$ cat src/core/pwg_pkg.sv
// Purpose: Shared constants and carrier types for the peripheral write guard
// Assumes: Single clock, simple one-cycle request bus from the CPU side
// Notes:   Peripheral count and reset protection vector are plain defaults
package pwg_pkg;
   localparam int          NPER          = 8;
   localparam int          AW            = 12;
   localparam int          DW            = 32;
   localparam logic [AW-1:0] OFF_CLR     = 12'h000;
   localparam logic [AW-1:0] OFF_SET     = 12'h004;
   localparam logic [NPER-1:0] PROT_RST  = 8'h00;

   typedef struct packed {
      logic            valid;
      logic            write;
      logic            guard_sel;
      logic [2:0]      per_idx;
      logic [AW-1:0]   addr;
      logic [DW-1:0]   wdata;
   } pwg_req_t;

   typedef struct packed {
      logic            done;
      logic            err;
      logic [DW-1:0]   rdata;
   } pwg_rsp_t;
endpackage

$ cat src/core/pwg_alias_dec.sv
// Purpose: Decode one guard-register write into new protect vector and error
// Assumes: Caller only asserts wr when the guard registers are written
// Notes:   Purely combinational
`timescale 1ns/10ps
module pwg_alias_dec (
   input  wire logic                       wr,
   input  wire logic                       is_set,
   input  wire logic [pwg_pkg::NPER-1:0]   prot,
   input  wire logic [pwg_pkg::NPER-1:0]   ones,
   output logic      [pwg_pkg::NPER-1:0]   prot_nxt,
   output logic                            dbl_err
);
   always_comb begin
      prot_nxt = prot;
      dbl_err  = 1'b0;
      if (wr && is_set) begin
         prot_nxt = prot | ones;
         dbl_err  = |(prot & ones);
      end else if (wr) begin
         prot_nxt = prot & ~ones;
         dbl_err  = |(~prot & ones);
      end
   end
endmodule

$ cat src/core/pwg_top.sv
// Purpose: Peripheral access guard with clear and set alias registers
// Assumes: Requests are one-cycle pulses; answer one cycle later
// Notes:   Guard registers use alias offsets; unprotected peripheral writes are forwarded
// Behaviour
// - Writing one to a clear alias bit unprotects that peripheral.
// - Writing one to a set alias bit protects that peripheral.
// - Both alias registers read back the same protect vector.
// - Writes to protected peripherals are dropped and answered with error.
// - Clearing an already unprotected peripheral answers with error.
// - Setting an already protected peripheral answers with error.
// - Zero bits written to either alias leave protect bits unchanged.
`timescale 1ns/10ps
module pwg_top (
   input  wire logic                       ref_clk,
   input  wire logic                       rst_n,
   input  wire pwg_pkg::pwg_req_t          req,
   output pwg_pkg::pwg_rsp_t               rsp,
   output logic                            per_wr_stb,
   output logic [2:0]                      per_wr_idx,
   output logic [pwg_pkg::AW-1:0]          per_wr_addr,
   output logic [pwg_pkg::DW-1:0]          per_wr_data,
   output logic [pwg_pkg::NPER-1:0]        prot_vec
);
   logic [pwg_pkg::NPER-1:0] prot_r;
   logic [pwg_pkg::NPER-1:0] prot_nxt;
   logic                     dbl_err;
   logic                     hit_clr;
   logic                     hit_set;
   logic                     guard_wr;
   logic                     blocked;
   pwg_pkg::pwg_rsp_t        rsp_r;
   logic                     hit_guard;

   // Low byte of a write word, one bit per peripheral
   function automatic logic [pwg_pkg::NPER-1:0] ones_of(input logic [pwg_pkg::DW-1:0] word);
      return word[pwg_pkg::NPER-1:0];
   endfunction

   // Protect vector widened to a bus word, upper bits zero
   function automatic logic [pwg_pkg::DW-1:0] guard_word(input logic [pwg_pkg::NPER-1:0] vec);
      return {{(pwg_pkg::DW-pwg_pkg::NPER){1'b0}}, vec};
   endfunction

   assign hit_clr  = req.guard_sel && (req.addr == pwg_pkg::OFF_CLR);
   assign hit_set  = req.guard_sel && (req.addr == pwg_pkg::OFF_SET);
   assign guard_wr = req.valid && req.write && (hit_clr || hit_set);
   assign blocked  = req.valid && req.write && !req.guard_sel && prot_r[req.per_idx];
   assign hit_guard = hit_clr || hit_set;

   pwg_alias_dec u_dec (
      .wr       (guard_wr),
      .is_set   (hit_set),
      .prot     (prot_r),
      .ones     (ones_of(req.wdata)),
      .prot_nxt (prot_nxt),
      .dbl_err  (dbl_err)
   );

   // Protect vector
   always_ff @(posedge ref_clk or negedge rst_n) begin
      if (!rst_n) begin
         prot_r <= pwg_pkg::PROT_RST;
      end else begin
         prot_r <= prot_nxt;
      end
   end

   // Response to the bus master
   always_ff @(posedge ref_clk or negedge rst_n) begin
      if (!rst_n) begin
         rsp_r <= '0;
      end else begin
         rsp_r.done  <= req.valid;
         rsp_r.err   <= blocked || (guard_wr && dbl_err);
         rsp_r.rdata <= '0;
         if (req.valid && !req.write && hit_guard) begin
            rsp_r.rdata <= guard_word(prot_r);
         end
      end
   end

   // Forwarded peripheral writes
   always_ff @(posedge ref_clk or negedge rst_n) begin
      if (!rst_n) begin
         per_wr_stb  <= 1'b0;
         per_wr_idx  <= '0;
         per_wr_addr <= '0;
         per_wr_data <= '0;
      end else begin
         per_wr_stb  <= req.valid && req.write && !req.guard_sel && !blocked;
         per_wr_idx  <= req.per_idx;
         per_wr_addr <= req.addr;
         per_wr_data <= req.wdata;
      end
   end

   assign rsp      = rsp_r;
   assign prot_vec = prot_r;
endmodule

$ cat config.mk
export PLATFORM = sky130hd
export DESIGN_NAME = pwg_top
export DESIGN_NICKNAME = d
export VERILOG_FILES = /design/src/core/pwg_pkg.sv /design/src/core/pwg_alias_dec.sv /design/src/core/pwg_top.sv
export SDC_FILE = /design/constraint.sdc
export NUM_CORES = 1
export LEC_CHECK = 0
export BUFFER_PORTS_ARGS = -buffer_cell sky130_fd_sc_hd__buf_4
export CORE_MARGIN = 2
export CORE_UTILIZATION = 23
export DETAILED_ROUTE_END_ITERATION = 8
export GPL_ROUTABILITY_DRIVEN = 0
export GPL_TIMING_DRIVEN = 0
export MAX_ROUTING_LAYER = met4
export PLACE_DENSITY_LB_ADDON = 0.12
export SYNTH_ARGS = -nofsm -noshare
export SYNTH_HDL_FRONTEND = slang
export SYNTH_SLANG_ARGS = --single-unit
$ cat constraint.sdc
create_clock -name ref_clk -period 1.55 [get_ports ref_clk]
set_input_delay 0.155 -clock ref_clk [delete_from_list [all_inputs] [get_ports ref_clk]]
set_output_delay 0.155 -clock ref_clk [all_outputs]
set_load 0.02 [all_outputs]
==> results.sh <==
export IMPL_fin_ws_ns=-0.0875
export IMPL_drt_wl_total_um=6360
export IMPL_cts_path_max_buffers=2
export IMPL_synth_area_leaders="dfrtp_1 (73%), buf_4 (8.0%), mux2_2 (2.5%)"
export IMPL_path_cells="mux4_2, mux2_4, nor3b_1, a31o_1"
export IMPL_die_x_um=103
export IMPL_clk_pin_slew_worst_paths_ns=0.07
export IMPL_cts_sinks=66
export IMPL_slew_headroom=0.445
export IMPL_synth_xor_area_frac=0
export IMPL_ir_drop_mv=0.443
export IMPL_worst_r2r_path_depth=4
export IMPL_drtAntennaViolNets=0
export IMPL_coreArea_um2=9640
export IMPL_io_pins=142
export IMPL_grt_pass1_vias=1822
export IMPL_cell_internal_pwr_mw=2.82
export IMPL_place_ws_ns=-0.237
export IMPL_cp_end_kind="flop"
export IMPL_p_sw_uw=939
export IMPL_status="finished with violations"
export IMPL_antenna_found_initial=0
export IMPL_p_total_mw=3.76
export IMPL_grt_pass1_wl_um=9320
export IMPL_grt_ovfl_total=0
export IMPL_yosysSeqAreaShare=0.731
export IMPL_violations="negative setup slack"
export IMPL_rows=36
export IMPL_syn_area_per_cell_um2=15.1
export IMPL_track_usage=0.123
export IMPL_tns_ns=-0.0875
export IMPL_wl_per_cell_um=12.8
export IMPL_async_flop_share=1.00
export IMPL_synth_compound_area_frac=0.0509
export IMPL_fin_crit_ns=1.64
export IMPL_dp_hpwl_um=4430
export IMPL_cp_start_kind="flop"
export IMPL_leakage_nw=2.06
export IMPL_setup_viol=1
export IMPL_min_path_type="primary input to flop"
export IMPL_crit_path_top_delay_cell="mux4_2"
export IMPL_synthSimpleGateAreaFrac=0.0720
export IMPL_synth_top_family_by_area="buffers and inverters"
export IMPL_reg2reg_slack_ns=-0.09
export IMPL_synth_main_ff_cell="dfrtp_1"
export IMPL_drt_first_pass_iters=5
export IMPL_crit_path_max_fanout=2
export IMPL_nNetsFinal=410
export IMPL_fp_dieH_um=103
export IMPL_fmax_ghz=0.611
export IMPL_hold_viol_final=0
export IMPL_synth_fa_ha_area_frac=0
export IMPL_hp_start="req[48]"
export IMPL_worstSkewPairLatency_ns=0.33
export IMPL_antenna_cells=0
export IMPL_holdPathStages=3
export IMPL_clockPowerShare=0.366
export IMPL_drive_above_1_share=0.504
export IMPL_cts_made_buffers=9
export IMPL_final_util=0.429
export IMPL_synth_seq_cells=66
export IMPL_rsz0062_at_grt="true"
export IMPL_final_common_cell="buf_4"
export IMPL_synth_warnings=0
export IMPL_drc=0
export IMPL_final_cell_mix="buf_4 (148), dfrtp_1 (59), dlygate4sd3_1 (50)"
export IMPL_worstMarginPinSlew_ns=0.833
export IMPL_holdWs_ns=0.110
export IMPL_netlist_area_um2=2260
export IMPL_grt_max_degree=67
export IMPL_slew_violations=0
export IMPL_io_buffers=117
export IMPL_h_tree_depth=3
export IMPL_initial_utilization=0.234
export IMPL_yosysUniqueCellTypes=28
export IMPL_synthMuxAreaShare=0.0482
export IMPL_required_ns=1.77
export IMPL_holdPathEnd="per_wr_stb$_DFF_PN0_"
export IMPL_switching_share=0.250
export IMPL_initialDrtViolationCount=38
export IMPL_p_comb_frac=0.154
export IMPL_period_share=1.06
export IMPL_arrival_ns=1.85
export IMPL_powerDensity_nw_per_um2=910
export IMPL_synth_top_area_frac=0.731
export IMPL_yosys_area_top_type="dfrtp_1"
export IMPL_syn_to_final_growth_pct=82.9
export IMPL_cts_tree="built"
export IMPL_reg2reg_to="rsp[32]$_DFF_PN0_"
export IMPL_cts_root_buf="clkbuf_8"
export IMPL_vias=1882
export IMPL_synthCells=150
export IMPL_critPathMaxStageDelay_ns=0.47
export IMPL_path_class="flop to flop"
export IMPL_viasPerCell=3.79
export IMPL_synth_edff_count=0
export IMPL_die_area_um2=10600
export IMPL_clock_skew_ns=0.00996
export IMPL_drv_cap=0
export IMPL_seqPwrFrac=0.480
## kinds of logic after synthesis
family | after synthesis
flip-flops | 66
buffers and inverters | 32
AND/OR/NAND/NOR | 29
AO/OA/AOI/OAI | 15
multiplexers | 7
other | 1
## cell type report
cell class | count | area (um2)
buffer | 27 | 199
clock buffer | 10 | 128
clock inverter | 6 | 57.6
fill | 932 | 5510
inverter | 5 | 18.8
multi-input combinational | 75 | 473
sequential | 66 | 1660
tap | 133 | 166
timing repair buffer | 174 | 1430
## critical path, delay by kind of cell, from the launching register on
family | cells | cell delay [ns]
mux | 2 | 0.77
flops | 1 | 0.42
compound gates | 1 | 0.19
simple gates | 1 | 0.15
## layer usage
layer	vias up	wire (um)	GRT usage
met5	-	0	-
met4	0	85	0.0547
met3	9	559	0.0312
met2	108	2920	0.181
met1	884	2790	0.160
li1	881	-	-
## synthesized netlist by cell type (2+ instances only)
| master | count |
|---|---|
| dfrtp_1 | 66 |
| buf_4 | 24 |
| nand2_1 | 7 |
| nor3_1 | 6 |
| a21oi_1 | 5 |
| inv_1 | 5 |
| mux2_2 | 5 |
| a31o_2 | 4 |
| and2_1 | 3 |
| nor2b_1 | 3 |
| a222oi_1 | 2 |
| mux4_1 | 2 |
| nand4_1 | 2 |
| nor4_1 | 2 |
## power by group through the flow
stage | Sequential, mW | Clock [mW] | Combinational (mW)
2_1_floorplan | 1.93 | 0 | 0.123
3_3_place_gp | 1.84 | 0 | 0.482
3_5_place_dp | 1.84 | 0 | 0.484
4_1_cts | 1.80 | 1.43 | 0.587
5_1_grt | 1.81 | 1.50 | 0.629
6_report | 1.80 | 1.38 | 0.581
## how the worst max path moves through the flow
stage | from | to | depth (start not counted)
after floorplan | flop | rsp[32]$_DFF_PN0_ | 4
after global placement | req[41] | flop | 6
after detailed placement | req[41] | flop | 6
after CTS | flop | rsp[32]$_DFF_PN0_ | 4
after global routing | flop | rsp[32]$_DFF_PN0_ | 4
final | flop | rsp[32]$_DFF_PN0_ | 4
## through the flow
| stage | cell area (um2) | std cells |
|---|---|---|
| after detailed placement | 3390 | 423 |
| after global placement | 3390 | 423 |
| after floorplan | 2350 | 173 |
| after global routing | 4130 | 496 |
| final | 4130 | 496 |
| after CTS | 4130 | 496 |
## timing repair
item,CTS,global route
buffers inserted,7,0
endpoints found under the setup margin,1,1
hold buffers,50,0
resized for setup,1,0
hold endpoints to repair,115,0
Power figures use the tool's default switching activity.
